--- src/tof_capture_pkg.sv ---
// Purpose: shared constants and types for the ultrasonic flight-time capture sequencer
// Assumes: 100 MHz system clock derived from the ultrasonic crystal
// Notes: sample and address widths are fixed here

package tof_capture_pkg;

	localparam int unsigned CLK_MHZ = 100;
	localparam int unsigned ADC_W = 12;
	localparam int unsigned ADDR_W = 10;
	localparam int unsigned PULSE_CNT_W = 8;
	localparam int unsigned HALF_PERIOD_W = 8;
	localparam int unsigned TOF_W = 24;

	// leg selection
	typedef enum logic {
		LEG_UP,
		LEG_DOWN
	} leg_t;

	// start request carried from the host
	typedef struct packed {
		leg_t leg;
		logic [PULSE_CNT_W-1:0] pulses;
		logic [HALF_PERIOD_W-1:0] half_period;
		logic [ADDR_W-1:0] base_addr;
		logic [ADDR_W-1:0] sample_count;
	} start_cmd_t;

	// one RAM write toward the shared memory
	typedef struct packed {
		logic valid;
		logic [ADDR_W-1:0] addr;
		logic [ADC_W-1:0] data;
	} ram_wr_t;

	localparam logic [ADDR_W-1:0] ADDR_ZERO = 10'h000;
	localparam logic [TOF_W-1:0] TOF_ZERO = 24'h000000;
	localparam logic [PULSE_CNT_W-1:0] PULSE_ZERO = 8'h00;
	localparam logic [HALF_PERIOD_W-1:0] HALF_ONE = 8'h01;

endpackage

--- src/tof_pulse_gen.sv ---
// Purpose: excitation burst generator for one transducer leg
// Assumes: pulses and half_period are held steady while busy
// Notes: half_period of zero is treated as one cycle

`timescale 1ns/1ps

module tof_pulse_gen (
	input wire logic clk_in,
	input wire logic rst_n_in,
	input wire logic go_in,
	input wire logic [tof_capture_pkg::PULSE_CNT_W-1:0] pulses_in,
	input wire logic [tof_capture_pkg::HALF_PERIOD_W-1:0] half_period_in,
	output logic drive_out,
	output logic busy_out,
	output logic done_out
);

	logic [tof_capture_pkg::PULSE_CNT_W-1:0] left_q, left_d;
	logic [tof_capture_pkg::HALF_PERIOD_W-1:0] tick_q, tick_d;
	logic drive_q, drive_d;
	logic busy_q, busy_d;
	logic done_q, done_d;
	logic [tof_capture_pkg::HALF_PERIOD_W-1:0] half_eff;

	// a zero half period would wrap the reload to 255 and stretch each half to 256 cycles
	assign half_eff = (half_period_in == '0) ? tof_capture_pkg::HALF_ONE : half_period_in;

	// burst sequencing: each pulse is one high half and one low half
	always_comb begin
		left_d = left_q;
		tick_d = tick_q;
		drive_d = drive_q;
		busy_d = busy_q;
		done_d = 1'b0;
		if (!busy_q) begin
			if (go_in && pulses_in != tof_capture_pkg::PULSE_ZERO) begin
				left_d = pulses_in;
				tick_d = half_eff - tof_capture_pkg::HALF_ONE;
				drive_d = 1'b1;
				busy_d = 1'b1;
			end else if (go_in) begin
				done_d = 1'b1;
			end
		end else if (tick_q != '0) begin
			tick_d = tick_q - tof_capture_pkg::HALF_ONE;
		end else begin
			tick_d = half_eff - tof_capture_pkg::HALF_ONE;
			if (drive_q) begin
				drive_d = 1'b0;
			end else if (left_q == 8'h01) begin
				busy_d = 1'b0;
				done_d = 1'b1;
				left_d = tof_capture_pkg::PULSE_ZERO;
			end else begin
				left_d = left_q - 8'h01;
				drive_d = 1'b1;
			end
		end
	end

	always_ff @(posedge clk_in or negedge rst_n_in) begin
		if (!rst_n_in) begin
			left_q <= '0;
			tick_q <= '0;
			drive_q <= 1'b0;
			busy_q <= 1'b0;
			done_q <= 1'b0;
		end else begin
			left_q <= left_d;
			tick_q <= tick_d;
			drive_q <= drive_d;
			busy_q <= busy_d;
			done_q <= done_d;
		end
	end

	assign drive_out = drive_q;
	assign busy_out = busy_q;
	assign done_out = done_q;

endmodule

--- src/tof_capture_seq.sv ---
// Purpose: hardware sequencer for one excite-and-capture leg of a flight-time measurement
// Assumes: adc samples arrive synchronous to clk_in with a one-cycle valid strobe
// Notes: the host starts each leg and keeps the inter-leg gaps itself
//
// Function
// RULE1: logic runs on crystal-derived clock; start initialises and launches pulses.
// RULE2: upstream leg excites first transducer, listens on second transducer.
// RULE3: time from excitation to reception is the upstream flight time.
// RULE4: downstream leg swaps roles: second transmits, first receives.
// RULE5: differential flight time equals downstream minus upstream time.
// RULE6: flight time comes from captured waveform, not zero-crossing timing.
// RULE7: pulses and sampling are sequenced fully in hardware once started.
// RULE8: every captured sample is written into the shared RAM.
// RULE9: after the final sample stored, raise an interrupt to wake the host.
// RULE10: host waits the up-to-down gap before starting downstream leg.
// RULE11: host waits the down-to-up gap before the next upstream leg.
// RULE12: start is accepted only after the current leg's interrupt; else ignored.

`timescale 1ns/1ps

module tof_capture_seq (
	input wire logic clk_in,
	input wire logic arst_n_in,
	input wire logic start_in,
	input wire tof_capture_pkg::start_cmd_t cmd_in,
	input wire logic adc_valid_in,
	input wire logic [tof_capture_pkg::ADC_W-1:0] adc_data_in,
	input wire logic echo_detect_in,
	output logic first_transducer_drive_out,
	output logic second_transducer_drive_out,
	output logic first_transducer_listen_out,
	output logic second_transducer_listen_out,
	output logic adc_enable_out,
	output tof_capture_pkg::ram_wr_t ram_wr_out,
	output logic busy_out,
	output logic irq_out,
	output logic [tof_capture_pkg::TOF_W-1:0] upstream_leg_tof_out,
	output logic [tof_capture_pkg::TOF_W-1:0] downstream_leg_tof_out,
	output logic [tof_capture_pkg::TOF_W-1:0] differential_flight_time_out
);

	typedef enum logic [1:0] {
		ST_IDLE,
		ST_EXCITE,
		ST_CAPTURE,
		ST_DONE
	} seq_state_t;

	// true while a leg owns the transducers and the converter
	function automatic logic leg_active(input seq_state_t st);
		return st == ST_EXCITE || st == ST_CAPTURE;
	endfunction

	logic rst_meta_q, rst_sync_q;
	seq_state_t state_q, state_d;
	tof_capture_pkg::start_cmd_t cmd_q, cmd_d;
	logic [tof_capture_pkg::ADDR_W-1:0] wr_addr_q, wr_addr_d;
	logic [tof_capture_pkg::ADDR_W-1:0] left_q, left_d;
	logic [tof_capture_pkg::TOF_W-1:0] timer_q, timer_d;
	logic [tof_capture_pkg::TOF_W-1:0] up_tof_q, up_tof_d;
	logic [tof_capture_pkg::TOF_W-1:0] dn_tof_q, dn_tof_d;
	logic echo_seen_q, echo_seen_d;
	tof_capture_pkg::ram_wr_t wr_q, wr_d;
	logic irq_q, irq_d;
	logic gen_go, gen_drive, gen_busy, gen_done;
	logic accept;

	// reset release through two flops; assertion stays asynchronous
	always_ff @(posedge clk_in or negedge arst_n_in) begin
		if (!arst_n_in) begin
			rst_meta_q <= 1'b0;
			rst_sync_q <= 1'b0;
		end else begin
			rst_meta_q <= 1'b1;
			rst_sync_q <= rst_meta_q;
		end
	end

	// start honoured only from idle or after the completion interrupt
	assign accept = start_in && (state_q == ST_IDLE || state_q == ST_DONE); // RULE12

	// burst launched the cycle a start is accepted
	assign gen_go = accept; // RULE1 RULE7

	tof_pulse_gen u_pulse_gen (
		.clk_in(clk_in),
		.rst_n_in(rst_sync_q),
		.go_in(gen_go),
		.pulses_in(cmd_d.pulses),
		.half_period_in(cmd_d.half_period),
		.drive_out(gen_drive),
		.busy_out(gen_busy),
		.done_out(gen_done)
	);

	// sequencer: excite, then capture a fixed sample count, then interrupt
	always_comb begin
		state_d = state_q;
		cmd_d = cmd_q;
		wr_addr_d = wr_addr_q;
		left_d = left_q;
		timer_d = timer_q;
		up_tof_d = up_tof_q;
		dn_tof_d = dn_tof_q;
		echo_seen_d = echo_seen_q;
		wr_d = '0;
		irq_d = 1'b0;
		case (state_q)
			ST_IDLE, ST_DONE: begin
				if (accept) begin // RULE1
					cmd_d = cmd_in;
					wr_addr_d = cmd_in.base_addr;
					left_d = cmd_in.sample_count;
					timer_d = tof_capture_pkg::TOF_ZERO; // RULE3
					echo_seen_d = 1'b0;
					state_d = ST_EXCITE;
				end
			end
			ST_EXCITE: begin
				timer_d = timer_q + 24'h000001;
				if (gen_done) begin
					state_d = (left_q == '0) ? ST_DONE : ST_CAPTURE;
					irq_d = (left_q == '0);
				end
			end
			ST_CAPTURE: begin
				timer_d = timer_q + 24'h000001;
				// echo marker comes from the waveform processing path, no zero-cross timer
				if (echo_detect_in && !echo_seen_q) begin // RULE6
					echo_seen_d = 1'b1;
					if (cmd_q.leg == tof_capture_pkg::LEG_UP) begin
						up_tof_d = timer_q; // RULE3
					end else begin
						dn_tof_d = timer_q; // RULE4
					end
				end
				if (adc_valid_in) begin
					wr_d.valid = 1'b1; // RULE8
					wr_d.addr = wr_addr_q;
					wr_d.data = adc_data_in;
					wr_addr_d = wr_addr_q + 10'h001;
					left_d = left_q - 10'h001;
					if (left_q == 10'h001) begin
						state_d = ST_DONE;
						irq_d = 1'b1; // RULE9
					end
				end
			end
			default: begin
				state_d = ST_IDLE;
			end
		endcase
	end

	always_ff @(posedge clk_in or negedge rst_sync_q) begin
		if (!rst_sync_q) begin
			state_q <= ST_IDLE;
			cmd_q <= '0;
			wr_addr_q <= tof_capture_pkg::ADDR_ZERO;
			left_q <= tof_capture_pkg::ADDR_ZERO;
			timer_q <= tof_capture_pkg::TOF_ZERO;
			up_tof_q <= tof_capture_pkg::TOF_ZERO;
			dn_tof_q <= tof_capture_pkg::TOF_ZERO;
			echo_seen_q <= 1'b0;
			wr_q <= '0;
			irq_q <= 1'b0;
		end else begin
			state_q <= state_d;
			cmd_q <= cmd_d;
			wr_addr_q <= wr_addr_d;
			left_q <= left_d;
			timer_q <= timer_d;
			up_tof_q <= up_tof_d;
			dn_tof_q <= dn_tof_d;
			echo_seen_q <= echo_seen_d;
			wr_q <= wr_d;
			irq_q <= irq_d;
		end
	end

	// transducer routing by leg; excite one, listen on the other
	always_comb begin
		first_transducer_drive_out = 1'b0;
		second_transducer_drive_out = 1'b0;
		first_transducer_listen_out = 1'b0;
		second_transducer_listen_out = 1'b0;
		if (leg_active(state_q)) begin
			if (cmd_q.leg == tof_capture_pkg::LEG_UP) begin
				first_transducer_drive_out = gen_drive; // RULE2
				second_transducer_listen_out = 1'b1; // RULE2
			end else begin
				second_transducer_drive_out = gen_drive; // RULE4
				first_transducer_listen_out = 1'b1; // RULE4
			end
		end
	end

	assign adc_enable_out = leg_active(state_q); // RULE7
	assign ram_wr_out = wr_q;
	assign busy_out = leg_active(state_q) || gen_busy;
	assign irq_out = irq_q;
	assign upstream_leg_tof_out = up_tof_q;
	assign downstream_leg_tof_out = dn_tof_q;
	// difference wraps modulo the field width when upstream exceeds downstream
	assign differential_flight_time_out = dn_tof_q - up_tof_q; // RULE5

endmodule

--- config.mk ---
export PLATFORM = sky130hd
export DESIGN_NAME = tof_capture_seq
export DESIGN_NICKNAME = d
export VERILOG_FILES = /design/src/tof_capture_pkg.sv /design/src/tof_pulse_gen.sv /design/src/tof_capture_seq.sv
export SDC_FILE = /design/constraint.sdc
export NUM_CORES = 1
export LEC_CHECK = 0
export ABC_AREA = 1
export BUFFER_PORTS_ARGS = -buffer_cell sky130_fd_sc_hd__buf_2
export CAP_MARGIN = 20
export CELL_PAD_IN_SITES_DETAIL_PLACEMENT = 1
export CELL_PAD_IN_SITES_GLOBAL_PLACEMENT = 1
export CORE_MARGIN = 10
export CORE_UTILIZATION = 41
export DETAILED_ROUTE_END_ITERATION = 8
export PLACE_DENSITY = 0.82
export SLEW_MARGIN = 20
export SYNTH_ARGS = -nofsm -noshare
export SYNTH_HDL_FRONTEND = slang
export SYNTH_SLANG_ARGS = --single-unit
--- constraint.sdc ---
create_clock -name clk_in -period 5.2 [get_ports clk_in]
set_input_delay 0.26 -clock clk_in [delete_from_list [all_inputs] [get_ports clk_in]]
set_output_delay 0.26 -clock clk_in [all_outputs]
set_load 0.005 [all_outputs]
==> run summary, run 1 <==
SYNTH
--------------------------------------------------------------------------------------
Mean post-synth cell area                                                   7.576 um^2
Number of flops mapped to enable cells by yosys                                      0
Synth area leader                                                         sky130_fd_sc_hd__dfrtp_1
Fraction of registers with async set or reset after synthesis                    1.000
Most used flip-flop cell after synthesis                                  sky130_fd_sc_hd__dfrtp_1
Area share of the largest cell type after synthesis                             0.4311
Synthesis Warnings                                                                   0
Number of nets produced by synthesis                                              1292
Biggest area contributors in the synthesized netlist                      sky130_fd_sc_hd__dfrtp_1 (43%), sky130_fd_sc_hd__nand2_1 (11%), sky130_fd_sc_hd__inv_1 (8.1%), sky130_fd_sc_hd__o21ai_0 (6.3%), sky130_fd_sc_hd__nand3_1 (4.9%)
Sequential-to-total area share from yosys stat                                  0.4311
Flip-flop and latch count after synthesis                                          157
Netlist area before placement                                             0.009114 mm^2
Cell count after synthesis                                                        1203
Count of unique library cells instantiated by Yosys                                 49

CLOCK NETWORK
--------------------------------------------------------------------------------------
Clock tree from TritonCTS                                                         done
CTS clock-pin slew for the worst setup and hold paths                          0.07 ns
Clock tree buffer depth                                                              2
Sink Count                                                                         157
Worst skew pair latency                                                        0.44 ns
Clock root buffer master                                                  sky130_fd_sc_hd__clkbuf_16
Number of levels in the clock H-tree                                                 4
Number of buffers inserted during clock tree synthesis                              17

SETUP PATH
--------------------------------------------------------------------------------------
Peak fanout along the critical path                                                  4
Cell repeated most along the worst path                                   sky130_fd_sc_hd__nand2_1
Endpoint type of the worst setup path                                      output port
Critical path data arrival time                                                2.90 ns
Critical path buffer and inverter count                                              4
Delay of the slowest cell on the worst path                                    0.42 ns
CP max stage cell                                                         sky130_fd_sc_hd__fa_1
Worst Path Class, Setup                                                   flip-flop to output port
Critical path's top delay family                                          simple AND/OR/NAND/NOR gates
Startpoint types                                                             flip-flop
Data required time at the worst endpoint                                       4.94 ns
Cells along the critical path                                             inv_1 -> ha_1 -> fa_1 -> inv_1 -> nand3_1 -> nand2_1 -> nand2_1 -> nand2_1 -> inv_1 -> o21ai_0 -> nand2_1 -> nand2_1 -> nand2_1 -> nand2_1 -> buf_2

ROUTE
--------------------------------------------------------------------------------------
Detailed Route Iter0 Violations                                                    442
Routed length per instance                                                    16.82 um
Remaining antenna violation count after routing                                      0
DRC violations left                                                                  0
Vias per cell                                                                    5.110
Number of detailed-route iterations in the first pass                                4
Routed Wire Length                                                            27600 um
Detailed-route via count                                                          8386

STA
--------------------------------------------------------------------------------------
Final Critical Period                                                         3.157 ns
Transition time at the pin with the least slew margin                        0.8576 ns
Worst max-slew margin expressed relative to the limit                           0.4276
Worst hold slack across all endpoints                                       0.02093 ns
Ratio of final minimum period to clock period                                   0.6072
Aggregate negative setup slack                                                    0 ns
RSZ-0062 raised after global routing                                             false
Setup clock skew after layout                                               0.01024 ns
Hold Vio Cnt, Final                                                                  0
Max Clock Freq                                                               316.7 MHz
Count of final setup violators                                                       0
Number of slew-limit violations in the final report                                  0

GRT
--------------------------------------------------------------------------------------
Total global-route track usage                                                  0.1918
Via count of the first global-routing pass                                        8809
Wire length of the first global-routing pass                                  45060 um
Number of antenna violations at the first check in global routing                    0
Largest net degree at the start of global routing                                  127
Grt total ovfl                                                                       0

HOLD PATH
--------------------------------------------------------------------------------------
Path category of the worst min-delay check                                primary input to flip-flop

FLOORPLAN
--------------------------------------------------------------------------------------
Top-Level Pins                                                                     156
Cell row count                                                                      54
Area enclosed by the die boundary                                         0.02859 mm^2
Floorplan die width                                                           169.1 um
Placeable Area                                                            0.02182 mm^2
Die Ht                                                                        169.1 um
Initial standard-cell utilization of the core                                   0.4176

FINISH
--------------------------------------------------------------------------------------
Fill count                                                                        2814
Diodes inserted                                                                      0
Area Overhead vs Synth                                                          17.49%
Final layout net count                                                            1437
Fin area                                                                  0.01071 mm^2
Fraction of layout instances using a drive strength above 1                     0.1719

PWR
--------------------------------------------------------------------------------------
Power density normalized to cell area                                     612.3 mW/mm^2
NetSw                                                                         3.055 mW
Worst VDD drop                                                               0.2691 mV
Sequential group share of total power                                            0.257
Combinational power share                                                        0.549
Final total power                                                             6.556 mW
Static leakage                                                                5.799 nW
Internal power                                                                3.502 mW
Part of the power in the clock network                                           0.194
Switching portion of total power                                                0.4659

PLACEMENT
--------------------------------------------------------------------------------------
Weighted congestion reported at the end of routability-driven placement         0.9203
Total placed instance area                                                0.01010 mm^2
Number of input and output port buffers inserted                                   155
Detailed placement HPWL                                                       21310 um

RUN
--------------------------------------------------------------------------------------
# Max-Cap Violations                                                                 0

STATUS
--------------------------------------------------------------------------------------
Result of the run                                                         finished, final reports clean

[cells in the mapped netlist (5+ instances only)]
master / count
sky130_fd_sc_hd__a21oi_1: 48
sky130_fd_sc_hd__buf_6: 5
sky130_fd_sc_hd__clkbuf_1: 21
sky130_fd_sc_hd__dfrtp_1: 157
sky130_fd_sc_hd__ha_1: 34
sky130_fd_sc_hd__inv_1: 197
sky130_fd_sc_hd__nand2_1: 274
sky130_fd_sc_hd__nand2_2: 13
sky130_fd_sc_hd__nand3_1: 90
sky130_fd_sc_hd__nand4_1: 19
sky130_fd_sc_hd__nor2_1: 105
sky130_fd_sc_hd__nor2_2: 6
sky130_fd_sc_hd__nor3_1: 12
sky130_fd_sc_hd__nor4_1: 5
sky130_fd_sc_hd__o21ai_0: 115
sky130_fd_sc_hd__o21ai_1: 6
sky130_fd_sc_hd__o21ai_2: 7
sky130_fd_sc_hd__o22ai_1: 6
sky130_fd_sc_hd__xnor2_1: 8
sky130_fd_sc_hd__xor2_1: 28
[area by class of cell]
type	count	area (um^2)	share of cell area
Multi-Input combinational cell	814	4255	0.3974
Tap cell	280	350.3	0.03272
Clock inverter	14	162.7	0.01519
Sequential cell	157	3933	0.3673
Inverter	199	747.0	0.06976
Timing Repair Buffer	159	820.8	0.07665
Clock buffer	18	439.2	0.04101
[state kept, by name, summed over array words and instances, names as in the netlist]
register,count
cmd_q,17
downstream_leg_tof_out,24
echo_seen_q,1
irq_out,1
left_q,10
ram_wr_out,23
rst_meta_q,1
rst_sync_q,1
state_q,2
timer_q,24
u_pulse_gen.busy_out,1
u_pulse_gen.done_out,1
u_pulse_gen.drive_out,1
u_pulse_gen.left_q,8
u_pulse_gen.tick_q,8
upstream_leg_tof_out,24
wr_addr_q,10
[routing by layer]
layer	track usage	vias up	wire length, um
met1	0.2348	4071	12190
li1	-	4128	-
met4	0.05966	0	495
met3	0.03659	39	1128
met2	0.3332	148	13780
met5	0	-	0
[cells in the final DEF, fill, tap and decap left out, drive strengths merged, types with 2 or more instances in the layout]
master,n
a21oi,49
a22oi,2
a2bb2oi,2
buf,158
clkbuf,18
clkinv,2
dfrtp,157
ha,34
inv,209
nand2,292
nand3,91
nand3b,3
nand4,19
nor2,112
nor3,12
nor4,7
o211ai,3
o21a,2
o21ai,128
o21bai,3
o22ai,6
or2,3
xnor2,8
xor2,28
[worst paths after layout]
kind,startpoint,endpoint,slack (ns),depth (start not counted)
setup / recovery,downstream_leg_tof_out[0],differential_flight_time_out[16],2.04,15
hold / removal,adc_data_in[6],ram_wr_out[6],0.02,3
setup reg to reg,state_q[0],u_pulse_gen.tick_q[4],2.24,15
hold reg to reg,rst_sync_q,upstream_leg_tof_out[1],0.27,0
max in group asynchronous,rst_sync_q,u_pulse_gen.tick_q[6],3.90,1
min in group asynchronous,arst_n_in,rst_sync_q,0.13,2
[kinds of logic (layout without fill, tap and decap cells)]
family | Yosys count | after routing | synth area share
buf+inv | 232 | 390 | 0.1031
xor+xnor | 36 | 36 | 0.03460
fa+ha+maj | 35 | 35 | 0.04887
flops | 157 | 157 | 0.4311
simple gates | 540 | 540 | 0.2600
compound gates | 202 | 202 | 0.1219
other cells | 1 | 1 | 0.0004115
[power groups by stage]
| stage | clock network, mW | registers, mW | logic [mW] |
|---|---|---|---|
| floorplan | 0 | 1.67 | 2.40 |
| global placement | 0 | 1.69 | 3.49 |
| detailed placement | 0 | 1.70 | 3.61 |
| CTS | 1.30 | 1.68 | 3.64 |
| global route | 1.35 | 1.72 | 4.08 |
| finish | 1.27 | 1.68 | 3.60 |
[repair_timing]
item | 4_1_cts | 5_1_grt
setup buffers | 0 | 0
hold buffers | 1 | 0
gates resized for setup | 0 | 0
hold endpoints to repair | 2 | 0
[through the flow]
step | worst slack, ns | cells | utilization
floorplan | 0.5015 | 1203 | -
global placement | 2.446 | 1608 | 0.4626
detailed placement | 2.296 | 1608 | 0.4626
CTS | 2.044 | 1641 | 0.4907
global route | 1.814 | 1641 | 0.4907
finish | 2.043 | 1641 | 0.4907
[tightest hold or removal path, stage by stage]
cell                     delay, ns
sky130_fd_sc_hd__buf_2        0.09
sky130_fd_sc_hd__inv_1        0.04
sky130_fd_sc_hd__nor2_1       0.03
Power figures use the tool's default switching activity.
==> inputs of run 2 (changes only) <==
Settings changed: ABC_AREA 1 to 0, CORE_UTILIZATION 41 to 43, PLACE_DENSITY 0.82 to 0.83.
Clock period 5.2 ns to 3.2 ns, I/O delays scaled along.
==> run 2 against run 1 <==
Flip-flop and latch count is the same. First-iteration DRC count shrank 14%. Die area shrank 10%. Final cell count shrank 18%. Non-clock buffer count grew 33. Synthesized area shrank 7.4%. Combinational power grew 59%. Synthesized cell count shrank 26%. Utilization grew 4.5 points. Sequential share of layout area grew 1.1 points. Critical path type unchanged. Largest cell class unchanged. Highest routed layer unchanged.
==> run summary, run 2 <==
SYNTH
--------------------------------------------------------------------------------------
Netlist area before placement                                             0.008443 mm^2
Fraction of registers with async set or reset after synthesis                    1.000
Flip-flop and latch count after synthesis                                          157
Cell count after synthesis                                                         885
Count leader, synth                                                       sky130_fd_sc_hd__dfrtp_1
Biggest area contributors in the synthesized netlist                      sky130_fd_sc_hd__dfrtp_1 (47%), sky130_fd_sc_hd__mux2_2 (5.1%), sky130_fd_sc_hd__ha_1 (5.0%), sky130_fd_sc_hd__o21ai_0 (4.3%), sky130_fd_sc_hd__nand2_1 (4.2%)
Synthesis Warnings                                                                   0
Number of flops mapped to enable cells by yosys                                      0
Count of unique library cells instantiated by Yosys                                 70
Area share of the largest cell type after synthesis                             0.4653
Most used flip-flop cell after synthesis                                  sky130_fd_sc_hd__dfrtp_1
Number of nets produced by synthesis                                               974
Synth area leader                                                         sky130_fd_sc_hd__dfrtp_1
Sequential-to-total area share from yosys stat                                  0.4653
Leading cell types by count after synthesis                               sky130_fd_sc_hd__dfrtp_1 (157), sky130_fd_sc_hd__nand2_1 (94), sky130_fd_sc_hd__o21ai_0 (72)
Mean post-synth cell area                                                   9.540 um^2

ROUTE
--------------------------------------------------------------------------------------
Remaining antenna violation count after routing                                      0
DR WL met3                                                                     1382 um
DRC violations left                                                                  0
Number of detailed-route iterations in the first pass                                5
Routed Wire Length                                                            25230 um
Met2 Routed Length                                                            12400 um
Detailed Route Iter0 Violations                                                    380
Detailed-route via count                                                          7373
Vias per cell                                                                    5.498
Routed length per instance                                                    18.81 um
Detailed-routing wirelength on met1                                           10960 um
Highest routing layer actually used                                               met4

STA
--------------------------------------------------------------------------------------
Aggregate negative setup slack                                                    0 ns
Transition time at the pin with the least slew margin                        0.6799 ns
Setup slack of the critical path after layout                               0.09459 ns
Setup clock skew after layout                                               0.01125 ns
Max Clock Freq                                                               322.0 MHz
Count of final setup violators                                                       0
Worst hold slack across all endpoints                                       0.01091 ns
Ratio of final minimum period to clock period                                   0.9704
Worst max-slew margin expressed relative to the limit                           0.5425
RSZ-0062 raised after global routing                                             false
Hold Vio Cnt, Final                                                                  0
Final Critical Period                                                         3.105 ns
Number of slew-limit violations in the final report                                  0

FLOORPLAN
--------------------------------------------------------------------------------------
Placeable Area                                                            0.01940 mm^2
Die Ht                                                                        160.1 um
Cell row count                                                                      51
Top-Level Pins                                                                     156
Area enclosed by the die boundary                                         0.02564 mm^2
Initial standard-cell utilization of the core                                   0.4352
Floorplan die width                                                           160.1 um

SETUP PATH
--------------------------------------------------------------------------------------
Peak fanout along the critical path                                                  4
Worst Path Class, Setup                                                   flip-flop to output port
Data required time at the worst endpoint                                       3.04 ns
Endpoint type of the worst setup path                                      output port
Startpoint types                                                             flip-flop
Critical path data arrival time                                                2.95 ns

FINISH
--------------------------------------------------------------------------------------
Area taken by flip-flops and latches                                      0.003933 mm^2
Final layout net count                                                            1149
Most frequent standard cell in the layout excluding fill and tap cells    sky130_fd_sc_hd__dfrtp_1
Multi-input gate area in the final layout                                 0.004215 mm^2
Final Util                                                                      0.5361
Fill count                                                                        2301
Most frequent cells in the layout                                         sky130_fd_sc_hd__dfrtp_1 (156), sky130_fd_sc_hd__buf_2 (155), sky130_fd_sc_hd__nand2_1 (94)
Fraction of layout instances using a drive strength above 1                     0.2423
Area Overhead vs Synth                                                          23.16%

CLOCK NETWORK
--------------------------------------------------------------------------------------
Clock tree from TritonCTS                                                         done
Clock tree buffer depth                                                              2
CTS clock-pin slew for the worst setup and hold paths                          0.07 ns
Sink Count                                                                         157
Number of levels in the clock H-tree                                                 4
Clock root buffer master                                                  sky130_fd_sc_hd__clkbuf_16
Worst skew pair latency                                                        0.44 ns
Number of buffers inserted during clock tree synthesis                              17

GRT
--------------------------------------------------------------------------------------
Grt total ovfl                                                                       0
Wire length of the first global-routing pass                                  41670 um
Largest net degree at the start of global routing                                   73
Number of antenna violations at the first check in global routing                    3
Total global-route track usage                                                  0.1964
Via count of the first global-routing pass                                        7960

STATUS
--------------------------------------------------------------------------------------
Result of the run                                                         finished, final reports clean

PWR
--------------------------------------------------------------------------------------
Worst VDD drop                                                               0.4404 mV
Static leakage                                                                5.066 nW
Power density normalized to cell area                                     1048 mW/mm^2

PLACEMENT
--------------------------------------------------------------------------------------
Weighted congestion reported at the end of routability-driven placement         0.8941
Detailed placement HPWL                                                       18400 um
Placement Setup Slack                                                        0.3960 ns
Number of input and output port buffers inserted                                   155

RUN
--------------------------------------------------------------------------------------
# Max-Cap Violations                                                                 0

HOLD PATH
--------------------------------------------------------------------------------------
Path category of the worst min-delay check                                primary input to flip-flop

run 2: worst paths after layout:
| check | end | from | slack (ns) | cells after the start |
|---|---|---|---|---|
| setup / recovery | differential_flight_time_out[21] | upstream_leg_tof_out[4] | 0.09 | 9 |
| hold / removal | cmd_q[35] | cmd_in[35] | 0.01 | 2 |
| setup reg to reg | u_pulse_gen.tick_q[6] | state_q[0] | 0.39 | 13 |
| hold reg to reg | rst_sync_q | rst_meta_q | 0.37 | 0 |
| max in group asynchronous | state_q[0] | rst_sync_q | 1.88 | 1 |
| min in group asynchronous | rst_sync_q | arst_n_in | 0.03 | 2 |
run 2: metal layers:
layer / track usage / up-vias
li1: - / 3524
met3: 0.05656 / 38
met5: 0 / -
met2: 0.3283 / 167
met4: 0.06469 / 0
met1: 0.2380 / 3644
run 2: logic make-up after synthesis:
kind of cell             after synthesis  share of synthesized area
multiplexers                          68                    0.08684
AND/OR/NAND/NOR                      297                     0.1768
AO/OA/AOI/OAI                        213                     0.1513
XOR/XNOR                              25                    0.02593
flip-flops                           157                     0.4653
buffers and inverters                 89                    0.04060
other                                  1                  0.0004441
adder cells (fa/ha/maj)               35                    0.05276
run 2: area by class of cell:
cell class,count,area share
clock inverter,12,0.01203
timing repair buffer,192,0.1078
tap,265,0.03189
clock buffer,20,0.04488
sequential,157,0.3782
inverter,53,0.01913
multi-input combinational,639,0.4054
antenna,3,0.0007219
run 2: what timing repair did:
| item | in CTS | in global routing |
|---|---|---|
| cloned | 0 | 0 |
| buffers inserted | 1 | 1 |
| resized for setup | 1 | 6 |
| hold endpoints to repair | 23 | 0 |
| setup endpoints to repair | 3 | 9 |
| hold buffers | 22 | 0 |
| pin swaps | 1 | 2 |
run 2: power breakdown:
group / switching, mW / internal (mW) / total, mW
clock: 0.877 / 1.15 / 2.03
sequential: 0.551 / 2.60 / 3.16
combinational: 3.24 / 2.48 / 5.72
total: 4.67 / 6.23 / 10.9
run 2: worst max-delay path, stage by stage (launching register included):
cell and delay, ns:
sky130_fd_sc_hd__dfrtp_1 0.37, sky130_fd_sc_hd__inv_1 0.06, sky130_fd_sc_hd__ha_1 0.35, sky130_fd_sc_hd__a21o_1 0.23, sky130_fd_sc_hd__a211o_1 0.33, sky130_fd_sc_hd__o21a_1 0.27, sky130_fd_sc_hd__a2111oi_4 0.46, sky130_fd_sc_hd__o21ai_1 0.14
sky130_fd_sc_hd__xor2_1 0.17, sky130_fd_sc_hd__buf_2 0.14
run 2: stage by stage:
stage | instance area (um^2) | total power [mW] | instances
6_report | 10400 | 10.90 | 1341
5_1_grt | 10400 | 11.81 | 1341
4_1_cts | 10350 | 10.87 | 1337
3_5_place_dp | 9532 | 8.720 | 1282
3_3_place_gp | 9532 | 8.466 | 1282
2_1_floorplan | 8444 | 6.726 | 885
==> inputs of run 3 (changes only) <==
Settings changed: CORE_MARGIN 10 to unset.
==> run 3 against run 2 <==
Critical path depth decreased by 1. Flip-flop and latch count unchanged. Sequential power hardly changed. Sequential share of layout area increased by 0.33 points. First-iteration DRC count rose by 19%. Worst hold slack got worse by 0.0045 ns. Critical path type unchanged. Largest cell class unchanged. Largest power group unchanged. Highest routed layer unchanged.
==> run summary, run 3 (same netlist as run 2, synthesis figures left out) <==
PLACEMENT
--------------------------------------------------------------------------------------
Total placed instance area                                                0.009525 mm^2
Weighted congestion reported at the end of routability-driven placement         0.8517
Placed Cells                                                                      1277
Detailed placement HPWL                                                       17020 um
Number of input and output port buffers inserted                                   155

PWR
--------------------------------------------------------------------------------------
Final total power                                                             10.73 mW
Static leakage                                                                5.040 nW
Internal power                                                                6.196 mW
Switching portion of total power                                                0.4226
Power density normalized to cell area                                     1041 mW/mm^2
Combinational power share                                                        0.520
NetSw                                                                         4.535 mW
Worst VDD drop                                                               0.4500 mV
Sequential group share of total power                                            0.295
Part of the power in the clock network                                           0.185

FINISH
--------------------------------------------------------------------------------------
Fraction of layout instances using a drive strength above 1                     0.2425
Area Overhead vs Synth                                                          22.09%
Area taken by flip-flops and latches                                      0.003933 mm^2
Fin area                                                                  0.01031 mm^2
Final Util                                                                      0.5438
Diodes inserted                                                                      0
Most frequent cells in the layout                                         sky130_fd_sc_hd__dfrtp_1 (156), sky130_fd_sc_hd__buf_2 (155), sky130_fd_sc_hd__nand2_1 (94)
Most frequent standard cell in the layout excluding fill and tap cells    sky130_fd_sc_hd__dfrtp_1
Final layout net count                                                            1144
Fill count                                                                        2233
Layout Cells excl Fill                                                            1328
Multi-input gate area in the final layout                                 0.004203 mm^2

ROUTE
--------------------------------------------------------------------------------------
DRC violations left                                                                  0
Detailed Route Iter0 Violations                                                    453
Routed Wire Length                                                            24390 um
Vias per cell                                                                    5.517
Routed length per instance                                                    18.36 um
Remaining antenna violation count after routing                                      0
Detailed-route via count                                                          7327
Number of detailed-route iterations in the first pass                                5

FLOORPLAN
--------------------------------------------------------------------------------------
Top-Level Pins                                                                     156
Area enclosed by the die boundary                                         0.02020 mm^2
Initial standard-cell utilization of the core                                   0.4454
Cell row count                                                                      50
Placeable Area                                                            0.01896 mm^2
Floorplan die width                                                           142.1 um
Die Ht                                                                        142.1 um

STA
--------------------------------------------------------------------------------------
Worst hold slack across all endpoints                                      0.006462 ns
Worst max-slew margin expressed relative to the limit                           0.4470
Final Critical Period                                                         3.113 ns
Number of slew-limit violations in the final report                                  0
Setup clock skew after layout                                               0.01415 ns
Hold Vio Cnt, Final                                                                  0
RSZ-0062 raised after global routing                                              true
Max Clock Freq                                                               321.2 MHz
Count of final setup violators                                                       0
Ratio of final minimum period to clock period                                   0.9728
Transition time at the pin with the least slew margin                        0.8219 ns

SETUP PATH
--------------------------------------------------------------------------------------
Peak fanout along the critical path                                                  4
Worst Path Class, Setup                                                   flip-flop to output port
Endpoint type of the worst setup path                                      output port
Critical path data arrival time                                                2.95 ns
Startpoint types                                                             flip-flop
Data required time at the worst endpoint                                       3.04 ns

CLOCK NETWORK
--------------------------------------------------------------------------------------
Number of levels in the clock H-tree                                                 4
Clock tree buffer depth                                                              2
Worst skew pair latency                                                        0.43 ns
Clock root buffer master                                                  sky130_fd_sc_hd__clkbuf_16
Number of buffers inserted during clock tree synthesis                              17
CTS clock-pin slew for the worst setup and hold paths                          0.07 ns
Clock tree from TritonCTS                                                         done
Sink Count                                                                         157

GRT
--------------------------------------------------------------------------------------
Wire length of the first global-routing pass                                  39900 um
Grt total ovfl                                                                       0
Via count of the first global-routing pass                                        7582
Largest net degree at the start of global routing                                   86
Number of antenna violations at the first check in global routing                    0
Total global-route track usage                                                  0.2525

HOLD PATH
--------------------------------------------------------------------------------------
Path category of the worst min-delay check                                primary input to flip-flop

STATUS
--------------------------------------------------------------------------------------
Result of the run                                                         finished, final reports clean

RUN
--------------------------------------------------------------------------------------
# Max-Cap Violations                                                                 0

[run 3: cell count changes in the layout (fill, tap and decap cells not counted)]
cell and change:
sky130_fd_sc_hd__clkinv_2 +2, sky130_fd_sc_hd__diode_2 -3, sky130_fd_sc_hd__a2111oi_4 -1, sky130_fd_sc_hd__clkinvlp_4 -1
sky130_fd_sc_hd__inv_8 -1, sky130_fd_sc_hd__dlygate4sd3_1 -5, sky130_fd_sc_hd__a2111oi_2 +1, sky130_fd_sc_hd__inv_6 -1
sky130_fd_sc_hd__o21ai_1 -1, sky130_fd_sc_hd__clkbuf_1 +1, sky130_fd_sc_hd__o21ai_0 +1
[run 3: critical path: stages, from the launching register on]
cell and delay, ns:
sky130_fd_sc_hd__dfrtp_1 0.40, sky130_fd_sc_hd__ha_1 0.35, sky130_fd_sc_hd__a21o_1 0.23, sky130_fd_sc_hd__a211o_1 0.31, sky130_fd_sc_hd__o21a_1 0.24, sky130_fd_sc_hd__a2111oi_2 0.56
sky130_fd_sc_hd__o21ai_1 0.16, sky130_fd_sc_hd__xor2_1 0.15, sky130_fd_sc_hd__buf_2 0.12
[run 3: stage by stage]
stage	setup WS [ns]	setup TNS (ns)
detailed placement	0.3714	0
global placement	0.4900	0
CTS	0.04586	0
global route	-0.06478	-0.1104
finish	0.08693	0
floorplan	0.5914	0
[run 3: per-layer routing]
metal	track usage	wire, um
met1	0.3138	10580
met2	0.4381	12300
met3	0.05114	1030
met4	0.08206	476
met5	0	0
[run 3: layout make-up]
class | instances | area share
flip-flops and latches | 157 | 0.3815
repair buffers | 187 | 0.1039
multi-input cells | 639 | 0.4077
clock buffers | 21 | 0.04564
well taps | 260 | 0.03156
clock inverters | 11 | 0.01044
inverters | 53 | 0.01930
[run 3: repair_timing]
item	CTS	global route
hold endpoints to repair	18	0
pin swaps	1	1
hold buffers	17	0
endpoints found under the setup margin	2	6
setup buffers	1	1
gates resized for setup	1	4
gates cloned	0	0
[run 3: worst paths after layout]
kind	startpoint	endpoint	slack, ns	cells past startpoint
max reg2reg	state_q[0]	u_pulse_gen.tick_q[6]	0.36	12
min	adc_data_in[2]	ram_wr_out[2]	0.006	2
max	downstream_leg_tof_out[4]	differential_flight_time_out[21]	0.09	8
max in group asynchronous	rst_sync_q	u_pulse_gen.left_q[1]	1.99	1
min in group asynchronous	arst_n_in	rst_meta_q	0.05	2
min reg2reg	rst_sync_q	upstream_leg_tof_out[2]	0.34	0
[run 3: power by group through the flow]
stage          clock network [mW]  registers, mW  logic (mW)
6_report                     1.99           3.16        5.58
5_1_grt                      2.11           3.24        6.20
4_1_cts                      2.02           3.15        5.53
3_5_place_dp                    0           3.18        5.43
3_3_place_gp                    0           3.14        5.22
2_1_floorplan                   0           3.04        3.69
